File: src/verilog/cpr_clock_regs.vh
`ifndef CPR_CLOCK_REGS_VH
`define CPR_CLOCK_REGS_VH
// ratio strap encodings
`define CPR_CFG_4X5      4'h7
`define CPR_CFG_5X       4'hb
`define CPR_CFG_5X5      4'h9
`define CPR_CFG_6X       4'hd
`define CPR_CFG_6X5      4'h5
`define CPR_CFG_7X       4'h2
`define CPR_CFG_7X5      4'h1
`define CPR_CFG_8X       4'hc
`define CPR_CFG_9X       4'h0
`define CPR_CFG_BYPASS   4'h3
`define CPR_CFG_OFF      4'hf
// multipliers in half steps (core = bus * half / 2)
`define CPR_HALF_4X5     5'h09
`define CPR_HALF_5X      5'h0a
`define CPR_HALF_5X5     5'h0b
`define CPR_HALF_6X      5'h0c
`define CPR_HALF_6X5     5'h0d
`define CPR_HALF_7X      5'h0e
`define CPR_HALF_7X5     5'h0f
`define CPR_HALF_8X      5'h10
`define CPR_HALF_9X      5'h12
`define CPR_HALF_ONE     5'h02
`define CPR_HALF_NONE    5'h00
// vco runs at twice the core
`define CPR_VCO_PER_CORE 2
// clock modes
`define CPR_MODE_PLL     2'h0
`define CPR_MODE_BYPASS  2'h1
`define CPR_MODE_OFF     2'h2
`define CPR_MODE_RSVD    2'h3
// l2 divisor field codes, in half steps of core cycles
`define CPR_L2DIV_OFF    3'h0
`define CPR_L2DIV_MIN    4'h2
`define CPR_DLL_TAPS     8
`endif

File: src/verilog/cpr_l2_divider.v
`timescale 1ns/1ps
`include "cpr_clock_regs.vh"
// divides the core clock enable stream by n/2, n = 2..8 (div 1 to div 4)
module cpr_l2_divider
#(
  parameter CW = 4
)
(
  input  wire          clk,       // reference clock
  input  wire          rst_n,     // async reset, low
  input  wire          core_tick, // one core edge this cycle
  input  wire [CW-1:0] half_div,  // divisor in half core cycles
  output reg           l2_clk     // divided l2 clock level
);
  reg [CW-1:0] cnt;
  wire [CW-1:0] next_cnt;
  // count half-core periods; toggle gives duty near half for odd counts
  assign next_cnt = (cnt >= half_div - {{(CW-1){1'b0}}, 1'b1}) ? {CW{1'b0}} : cnt + {{(CW-1){1'b0}}, 1'b1};
  always @(posedge clk or negedge rst_n)
  begin
    if (!rst_n)
    begin
      cnt    <= {CW{1'b0}};
      l2_clk <= 1'b0;
    end
    else if (core_tick && half_div >= `CPR_L2DIV_MIN)
    begin
      cnt <= next_cnt;
      if (cnt == {CW{1'b0}})
        l2_clk <= 1'b1;
      else if (cnt == (half_div >> 1))
        l2_clk <= 1'b0;
    end
    else if (half_div < `CPR_L2DIV_MIN)
    begin
      cnt    <= {CW{1'b0}};
      l2_clk <= 1'b0;
    end
  end
endmodule

File: src/verilog/cpr_clock_ctrl.v
`timescale 1ns/1ps
`include "cpr_clock_regs.vh"
// Notes on behaviour
// - the ratio strap decodes to core multipliers 4.5x to 9x of the bus clock, with the vco at twice the core.
// - the bypass code disables the pll and runs the core straight from the bus clock at 1:1.
// - the off code stops all internal clocking whatever the bus clock does.
// - the l2 clock is the core clock divided and then phase-aligned by a delay-locked loop.
// - a separate feedback clock goes out and returns so the loop can align the ram edge.
// - the l2 divisor comes from the l2 control register divisor field.
module cpr_clock_ctrl
#(
  parameter LOCK_CNT = 16 // dll matches needed before lock
)
(
  input  wire       REF_CLK,          // bus reference clock, 125 mhz
  input  wire       RESETN,           // async reset, low
  input  wire [3:0] RATIO_STRAP,      // ratio strap pins
  input  wire [2:0] L2_DIVISOR_FIELD, // divisor field of l2 control register
  input  wire       L2_FB_CLK_IN,     // returned feedback clock
  output reg  [1:0] CLOCK_MODE,       // pll, bypass, off, reserved
  output reg  [4:0] CORE_MULT_HALF,   // core multiplier in half steps
  output reg  [5:0] VCO_MULT_HALF,    // vco multiplier in half steps
  output reg        PLL_ENABLE,       // pll running
  output reg        CORE_CLK_EN,      // core clocking active
  output reg        STRAP_RESERVED,   // reserved code seen
  output reg        L2_CLK_OUT,       // aligned l2 clock to rams
  output reg        L2_FB_CLK_OUT,    // feedback clock out
  output reg        DLL_LOCKED        // delay line aligned
);
  // sequencer states
  localparam ST_RESET = 2'h0;
  localparam ST_RUN   = 2'h1;
  localparam ST_STOP  = 2'h2;
  // divider count width; eight delay taps need three select bits
  localparam CW       = 4;
  localparam TW       = 3;

  // captured strap and its decode
  reg  [1:0]               state;
  reg  [3:0]               strap;
  reg  [1:0]               next_mode;
  reg  [4:0]               next_half;

  // core edge model and l2 divider
  reg                      core_tick;
  reg  [CW-1:0]            half_div;
  wire                     l2_raw;

  // delay-locked loop; step_hold marks the compare right after a tap step
  reg  [`CPR_DLL_TAPS-1:0] dly;
  reg  [TW-1:0]            tap;
  reg  [7:0]               lock_cnt;
  reg                      step_hold;
  reg                      fb_match;
  reg                      next_step;

  // decode is combinational on the captured strap only
  always @*
  begin
    next_mode = `CPR_MODE_PLL;
    next_half = `CPR_HALF_NONE;
    case (strap)
      `CPR_CFG_4X5:    next_half = `CPR_HALF_4X5;
      `CPR_CFG_5X:     next_half = `CPR_HALF_5X;
      `CPR_CFG_5X5:    next_half = `CPR_HALF_5X5;
      `CPR_CFG_6X:     next_half = `CPR_HALF_6X;
      `CPR_CFG_6X5:    next_half = `CPR_HALF_6X5;
      `CPR_CFG_7X:     next_half = `CPR_HALF_7X;
      `CPR_CFG_7X5:    next_half = `CPR_HALF_7X5;
      `CPR_CFG_8X:     next_half = `CPR_HALF_8X;
      `CPR_CFG_9X:     next_half = `CPR_HALF_9X;
      `CPR_CFG_BYPASS:
      begin
        next_mode = `CPR_MODE_BYPASS; // 1:1 from bus clock
        next_half = `CPR_HALF_ONE;
      end
      `CPR_CFG_OFF:    next_mode = `CPR_MODE_OFF;
      default:         next_mode = `CPR_MODE_RSVD; // reserved code
    endcase
  end

  // strap caught once after release; later changes ignored since running change is illegal
  always @(posedge REF_CLK or negedge RESETN)
  begin
    if (!RESETN)
    begin
      state          <= ST_RESET;
      strap          <= 4'h0;
      CLOCK_MODE     <= `CPR_MODE_OFF;
      CORE_MULT_HALF <= `CPR_HALF_NONE;
      VCO_MULT_HALF  <= 6'h00;
      PLL_ENABLE     <= 1'b0;
      CORE_CLK_EN    <= 1'b0;
      STRAP_RESERVED <= 1'b0;
    end
    else
    begin
      case (state)
        ST_RESET:
        begin
          strap <= RATIO_STRAP;
          state <= ST_STOP;
        end
        ST_STOP:
        begin
          CLOCK_MODE     <= next_mode;
          STRAP_RESERVED <= (next_mode == `CPR_MODE_RSVD);
          // reserved codes run nothing: safest reading of an illegal strap
          CORE_MULT_HALF <= next_half;
          VCO_MULT_HALF  <= (next_mode == `CPR_MODE_PLL) ? {next_half, 1'b0} : 6'h00;
          PLL_ENABLE     <= (next_mode == `CPR_MODE_PLL); // bypass keeps pll off
          CORE_CLK_EN    <= (next_mode == `CPR_MODE_PLL) || (next_mode == `CPR_MODE_BYPASS);
          state          <= ST_RUN;
        end
        ST_RUN:
          state <= ST_RUN;
        default:
          state <= ST_RESET;
      endcase
    end
  end

  // core edges modelled as one tick per ref cycle; the ratio shows only on the decode outputs
  always @(posedge REF_CLK or negedge RESETN)
  begin
    if (!RESETN)
    begin
      core_tick <= 1'b0;
      half_div  <= {CW{1'b0}};
    end
    else
    begin
      core_tick <= CORE_CLK_EN; // no ticks at all in off mode
      // one tick stands for one core edge, half a core period
      // limitation: fractional core ratios are not modelled here
      // field code 0 stops the l2 clock, codes 1..7 mean div 1..4 in half steps
      if (L2_DIVISOR_FIELD == `CPR_L2DIV_OFF)
        half_div <= {CW{1'b0}};
      else
        half_div <= {1'b0, L2_DIVISOR_FIELD} + 4'h1;
    end
  end

  // divide the core clock down for the rams
  cpr_l2_divider #(.CW(CW)) u_div
  (
    .clk       (REF_CLK),
    .rst_n     (RESETN),
    .core_tick (core_tick),
    .half_div  (half_div),
    .l2_clk    (l2_raw)
  );

  // delay line with tap chosen by the loop; both outputs share the tap
  always @(posedge REF_CLK or negedge RESETN)
  begin
    if (!RESETN)
    begin
      dly           <= {`CPR_DLL_TAPS{1'b0}};
      L2_CLK_OUT    <= 1'b0;
      L2_FB_CLK_OUT <= 1'b0;
    end
    else
    begin
      dly           <= {dly[`CPR_DLL_TAPS-2:0], l2_raw};
      L2_CLK_OUT    <= dly[tap];
      L2_FB_CLK_OUT <= dly[tap]; // separate feedback copy
    end
  end

  // a step shows on the returned clock one cycle late, so that cycle is not judged
  always @*
  begin
    fb_match  = (L2_FB_CLK_IN == l2_raw);
    next_step = !step_hold && !fb_match;
  end

  // skipping one compare after a step keeps the loop from running past the right tap
  always @(posedge REF_CLK or negedge RESETN)
  begin
    if (!RESETN)
      step_hold <= 1'b0;
    else if (half_div < `CPR_L2DIV_MIN || !CORE_CLK_EN)
      step_hold <= 1'b0;
    else
      step_hold <= next_step;
  end

  // loop compares returned feedback with internal latch clock; step tap until they agree
  // limitation: total delay spans 2 to 9 cycles, so only l2 periods up to 9 cycles can be aligned
  always @(posedge REF_CLK or negedge RESETN)
  begin
    if (!RESETN)
    begin
      tap        <= {TW{1'b0}};
      lock_cnt   <= 8'h00;
      DLL_LOCKED <= 1'b0;
    end
    else if (half_div < `CPR_L2DIV_MIN || !CORE_CLK_EN)
    begin
      lock_cnt   <= 8'h00;
      DLL_LOCKED <= 1'b0;
    end
    else if (step_hold)
      DLL_LOCKED <= 1'b0; // returned clock still shows the old tap
    else if (fb_match)
    begin
      if (lock_cnt != LOCK_CNT[7:0])
        lock_cnt <= lock_cnt + 8'h01;
      DLL_LOCKED <= (lock_cnt == LOCK_CNT[7:0]);
    end
    else
    begin
      tap        <= tap + {{(TW-1){1'b0}}, 1'b1}; // try the next delay
      lock_cnt   <= 8'h00;
      DLL_LOCKED <= 1'b0;
    end
  end
endmodule

File: config.mk
export PLATFORM = sky130hd
export DESIGN_NAME = cpr_clock_ctrl
export DESIGN_NICKNAME = d
export VERILOG_FILES = /design/src/verilog/cpr_l2_divider.v /design/src/verilog/cpr_clock_ctrl.v
export VERILOG_INCLUDE_DIRS = /design/src /design/src/verilog
export SDC_FILE = /design/constraint.sdc
export NUM_CORES = 1
export LEC_CHECK = 0
export BUFFER_PORTS_ARGS = -buffer_cell sky130_fd_sc_hd__buf_4
export CAP_MARGIN = 20
export CORE_MARGIN = 3
export CORE_UTILIZATION = 50
export DETAILED_ROUTE_END_ITERATION = 16
export MAX_ROUTING_LAYER = met4
export PLACE_DENSITY = 0.73
export SYNTH_ARGS = -nofsm -noshare
export SYNTH_HDL_FRONTEND = slang
export SYNTH_SLANG_ARGS = --single-unit
File: constraint.sdc
create_clock -name REF_CLK -period 2.5 [get_ports REF_CLK]
set_clock_uncertainty 0.2 [all_clocks]
set_input_delay 0.625 -clock REF_CLK [delete_from_list [all_inputs] [get_ports REF_CLK]]
set_output_delay 0.625 -clock REF_CLK [all_outputs]
set_load 0.02 [all_outputs]
==> out/qor.yml, run 1 <==
n_antenna_cell: 0
cts_num_sinks: 53
reg2reg_depth: 7
cts_setup_buffers: 0
via_per_inst: 5.33
fin_cells: 334
critPathMaxFanout: 8
core_um2: 4880
start_util: 0.536
firstDrtPassIters: 4
synth_cells: 243
fin_crit_sh: 0.873
dp.cells: 326
p_comb_frac: 0.255
synthTopCellsByCount: "dfrtp_1, inv_1, nand2_1"
rrSetupSlack_ps: 320
status: "finished, final reports clean"
synth_ff_type: "dfrtp_1"
grt_pass1_wl_mm: 8.06
cp-start-kind: "flop"
syn_avg_cell_area_um2: 10.8
routabilityCongestion: 0.888
dieArea_um2: 6140
placed_cell_area_um2: 2840
switching_share: 0.316
power.share.clock: 0.244
hpwl_mm: 3.29
detail_route.wl_per_cell_um: 13.4
power_density_nw_per_um2: 821
grt_usage: 0.167
worst_slack_ps: 317
fmax_mhz: 458
finalInstanceArea_um2: 2950
drc: 0
clk-insertion-delay-late_ps: 290
synth_edf_count: 0
relSlewSlack: 0.581
hold_buffers: 0
power_switching_mw: 0.765
tightest_slew_ps: 629
crit_path_end_kind: "flop"
finalSetupViolations: 0
synthArstFlopShare: 1.00
finalMaxSlewViolations: 0
synth_most_common_cell: "dfrtp_1"
portBuffers: 27
fin_crit_ps: 2180
syn-cell-area_um2: 2620
p_seq_frac: 0.501
worstPathArrival_ps: 2180
die_h_um: 78.4
drtAntennaViolNets: 0
grt_pass1_vias: 1812
antenna_found_initial: 0
cts_resized: 0
syn-num-nets: 269
drv_cap: 0
fillers: 436
synthTopCellsByArea: "dfrtp_1, ha_1, inv_1"
pre_cts_ws_ps: 317
irDropWorstVdd_uv: 381
power.internal_mw: 1.66
grt_overflow: 0
grt_start_max_net_pins: 54
routed_wl_mm: 4.46
p_leak_nw: 1.35
cts_max_level: 2
io_pins: 29
yosysUniqueCellTypes: 47
hold_class: "in -> async"
critPathRequiredTime_ps: 2500
synth_largest_area_cell: "dfrtp_1"
drt_iter0_drc: 75
die_x_um: 78.4
cts_buffer_depth: 2
drive_gt1_frac: 0.187
cts_tree: "built"
rsz0062_at_grt: "no"
yosys_warnings: 0
nNetsFinal: 292
ys_ff_latch: 53
fin_hold_ws_ps: 142
rows: 25
hold_viol: 0
vias: 1781
root_buffer: "clkbuf_8"
synth_top_area_share: 0.497
tns_ps: 0
yosysSeqAreaShare: 0.507
worstSetupPathType: "reg -> reg"
cts_made_buffers: 5
syn_to_final_growth_pct: 12.8
clk_pin_slew_ps: 90
[placed cells by master, fill, tap and decap left out, types with 5 or more instances in the layout]
master,count
dfrtp_1,52
buf_4,28
inv_1,25
nand2_1,17
ha_1,16
o21ai_0,15
nor2_1,13
o211ai_1,9
a21oi_1,8
nand2b_1,7
nand3_1,7
nor3_1,6
mux2_2,6
clkbuf_8,6
xnor2_1,5
[power groups by stage]
stage	Clock [mW]	Combinational, mW	Sequential [mW]
after floorplan	0	0.480	1.19
after global placement	0	0.600	1.22
after detailed placement	0	0.624	1.24
after CTS	0.604	0.627	1.22
after global routing	0.643	0.710	1.25
final	0.590	0.618	1.21
[sequential cells by signal, indices dropped and copies added (netlist names), 2 cells and up]
signal and flops:
VCO_MULT_HALF 5, u_div.cnt 4, dly 8, half_div 4, CLOCK_MODE 2, tap 3
strap 4, CORE_MULT_HALF 5, state 2, lock_cnt 8
[cell families (layout without fill, tap and decap cells)]
| logic type | after synthesis | in the layout | share of synthesized area |
|---|---|---|---|
| buffers and inverters | 37 | 61 | 0.0650 |
| flip-flops | 53 | 53 | 0.507 |
| other | 1 | 1 | 0.00143 |
| AND/OR/NAND/NOR | 63 | 63 | 0.123 |
| adder cells (fa/ha/maj) | 16 | 16 | 0.0765 |
| XOR/XNOR | 8 | 8 | 0.0296 |
| multiplexers | 12 | 12 | 0.0588 |
| AO/OA/AOI/OAI | 53 | 53 | 0.138 |
[final cells by class]
cell class / count / area, µm² / area share
Clock buffer: 7 / 86.3 / 0.0292
Clock inverter: 1 / 30.0 / 0.0102
Inverter: 25 / 93.8 / 0.0318
Multi-Input combinational cell: 153 / 1120 / 0.379
Sequential cell: 53 / 1330 / 0.450
Tap cell: 67 / 83.8 / 0.0284
Timing Repair Buffer: 28 / 210 / 0.0712
[critical path: stages (launching register included)]
cell and delay [ps]:
dfrtp_1 480, inv_1 80, ha_1 210, xnor2_1 140
ha_1 290, o21ai_0 280, o21ai_1 160, o311ai_1 240
[per-stage QoR]
stage / power [mW] / util
after floorplan: 1.67 / -
after global placement: 1.82 / 0.581
after detailed placement: 1.86 / 0.581
after CTS: 2.45 / 0.605
after global routing: 2.60 / 0.605
final: 2.42 / 0.605
[routing by layer]
| metal | vias up | GRT usage | wire [µm] |
|---|---|---|---|
| met5 | - | - | 0 |
| met4 | 0 | 0.0524 | 48 |
| met3 | 4 | 0.0310 | 166 |
| met2 | 30 | 0.275 | 2160 |
| met1 | 860 | 0.212 | 2090 |
| li1 | 887 | - | - |
[path summary, 6_finish.rpt]
path,from,endpoint
setup / recovery,half_div[1]$_DFF_PN0_,u_div.cnt[2]$_DFFE_PN0P_
max in group asynchronous,RESETN,state[0]$_DFF_PN0_
setup reg to reg,half_div[1]$_DFF_PN0_,u_div.cnt[2]$_DFFE_PN0P_
hold reg to reg,dly[3]$_DFF_PN0_,dly[4]$_DFF_PN0_
hold / removal,RESETN,dly[4]$_DFF_PN0_
min in group REF_CLK,dly[3]$_DFF_PN0_,dly[4]$_DFF_PN0_
Power figures use the tool's default switching activity.
==> run 2: changes to the inputs <==
--- a/config.mk
+++ b/config.mk
@@ -7,12 +7,12 @@
 export NUM_CORES = 1
 export LEC_CHECK = 0
 export BUFFER_PORTS_ARGS = -buffer_cell sky130_fd_sc_hd__buf_4
-export CAP_MARGIN = 20
 export CORE_MARGIN = 3
 export CORE_UTILIZATION = 50
+export CTS_BUF_LIST = sky130_fd_sc_hd__clkbuf_4
 export DETAILED_ROUTE_END_ITERATION = 16
 export MAX_ROUTING_LAYER = met4
-export PLACE_DENSITY = 0.73
+export PLACE_DENSITY = 0.72
 export SYNTH_ARGS = -nofsm -noshare
 export SYNTH_HDL_FRONTEND = slang
 export SYNTH_SLANG_ARGS = --single-unit
==> run 2 against run 1 <==
Setup slack got worse by 100 ps. Final area fell by 1.3%. Combinational power decreased by 2%. Hold slack worse by 82 ps. Register-to-register slack got worse by 100 ps. Routed wire length down 0.29%. Final cell count unchanged. Non-clock buffer count is the same. Die area is the same. Flip-flop and latch count did not move. Sequential power about the same. Utilization fell by 0.77 points. Critical path type unchanged. Largest power group unchanged.
==> out/qor.yml, run 2 (synthesis gave the netlist of run 1 again) <==
cts_tree: "built"
tightest_slew_ps: 635
routabilityCongestion: 0.883
fillers: 441
power.share.clock: 0.208
drtAntennaViolNets: 0
fmax_mhz: 438
grt_pass1_wl_mm: 7.87
start_util: 0.536
n_antenna_cell: 0
die_x_um: 78.4
critPathRequiredTime_ps: 2580
worstSetupPathType: "reg -> reg"
grt_usage: 0.167
worstPathArrival_ps: 2360
detail_route.wl_per_cell_um: 13.3
routed_wl_mm: 4.45
grt_pass1_vias: 1734
fin_crit_sh: 0.914
nNetsFinal: 292
rows: 25
clk-insertion-delay-late_ps: 370
hpwl_mm: 3.21
fin_crit_ps: 2290
power.internal_mw: 1.54
root_buffer: "clkbuf_4"
clk_pin_slew_ps: 150
dieArea_um2: 6140
pre_cts_ws_ps: 219
p_seq_frac: 0.528
drt_iter0_drc: 90
cts_resized: 0
tns_ps: 0
vias: 1782
hold_viol: 0
relSlewSlack: 0.577
grt_start_max_net_pins: 54
syn_to_final_growth_pct: 11.3
drc: 0
power_switching_mw: 0.756
critPathMaxFanout: 8
finalSetupViolations: 0
cts_made_buffers: 5
hold_class: "in -> async"
p_comb_frac: 0.265
cts_buffer_depth: 2
status: "finished, final reports clean"
worst_slack_ps: 214
io_pins: 29
most-common-layout-cells: "dfrtp_1, buf_4, inv_1"
hold_buffers: 0
core_um2: 4880
drive_gt1_frac: 0.187
cp-start-kind: "flop"
reg_top3: "dly x8, lock_cnt x8"
rsz0062_at_grt: "no"
grt_overflow: 0
die_h_um: 78.4
cts_num_sinks: 53
finalMaxSlewViolations: 0
crit_path_end_kind: "flop"
cts_setup_buffers: 0
irDropWorstVdd_uv: 427
portBuffers: 27
final_common_cell: "dfrtp_1"
p_leak_nw: 1.33
power_density_nw_per_um2: 787
cts_max_level: 2
firstDrtPassIters: 4
drv_cap: 0
via_per_inst: 5.34
switching_share: 0.330
fin_util: 0.597
antenna_found_initial: 0
[run 2: worst max-delay path: stages (launching register included)]
cell and delay [ps]:
dfrtp_1 520, inv_1 90, ha_1 290, ha_1 290, a211oi_1 330, o21ai_1 190
o311ai_1 290
[run 2: worst paths after layout]
path,startpoint,endpoint,slack (ps),cells past startpoint
worst min register to register,dly[3]$_DFF_PN0_,dly[4]$_DFF_PN0_,190,0
worst max register to register,half_div[1]$_DFF_PN0_,u_div.cnt[2]$_DFFE_PN0P_,210,6
min in group REF_CLK,dly[3]$_DFF_PN0_,dly[4]$_DFF_PN0_,190,0
worst max-delay path,half_div[1]$_DFF_PN0_,u_div.cnt[2]$_DFFE_PN0P_,210,6
worst min-delay path,RESETN,dly[7]$_DFF_PN0_,60,1
max in group asynchronous,RESETN,half_div[2]$_DFF_PN0_,1620,1
[run 2: power groups by stage]
stage | combinational (mW) | clock, mW | sequential (mW)
detailed placement | 0.615 | 0 | 1.23
CTS | 0.615 | 0.491 | 1.21
floorplan | 0.480 | 0 | 1.19
global placement | 0.599 | 0 | 1.23
global route | 0.689 | 0.520 | 1.24
finish | 0.607 | 0.476 | 1.21
[run 2: per-layer routing]
layer	share of wire	track usage	vias to the layer above	wire [µm]
li1	-	-	898	-
met5	0	-	-	0
met1	0.49	0.224	841	2200
met3	0.035	0.0310	9	158
met4	0.017	0.0822	0	75
met2	0.45	0.245	34	2020
[run 2: area by class of cell]
type                       instances  area, µm²  share of cell area
inverter                          25       93.8              0.0322
timing repair buffer              28        210              0.0721
tap                               67       83.8              0.0288
clock buffer                       5       37.5              0.0129
sequential                        53       1330               0.456
multi-input combinational        153       1120               0.384
clock inverter                     3       41.3              0.0142
[run 2: metrics by stage]
| stage | cell area (µm²) | power, mW | hold WS [ps] | instances |
|---|---|---|---|---|
| after floorplan | 2620 | 1.67 | 129 | 243 |
| after global placement | 2840 | 1.82 | 156 | 326 |
| after detailed placement | 2840 | 1.85 | 162 | 326 |
| after CTS | 2910 | 2.32 | 64.4 | 334 |
| after global routing | 2910 | 2.45 | 77.1 | 334 |
| final | 2910 | 2.29 | 60.0 | 334 |
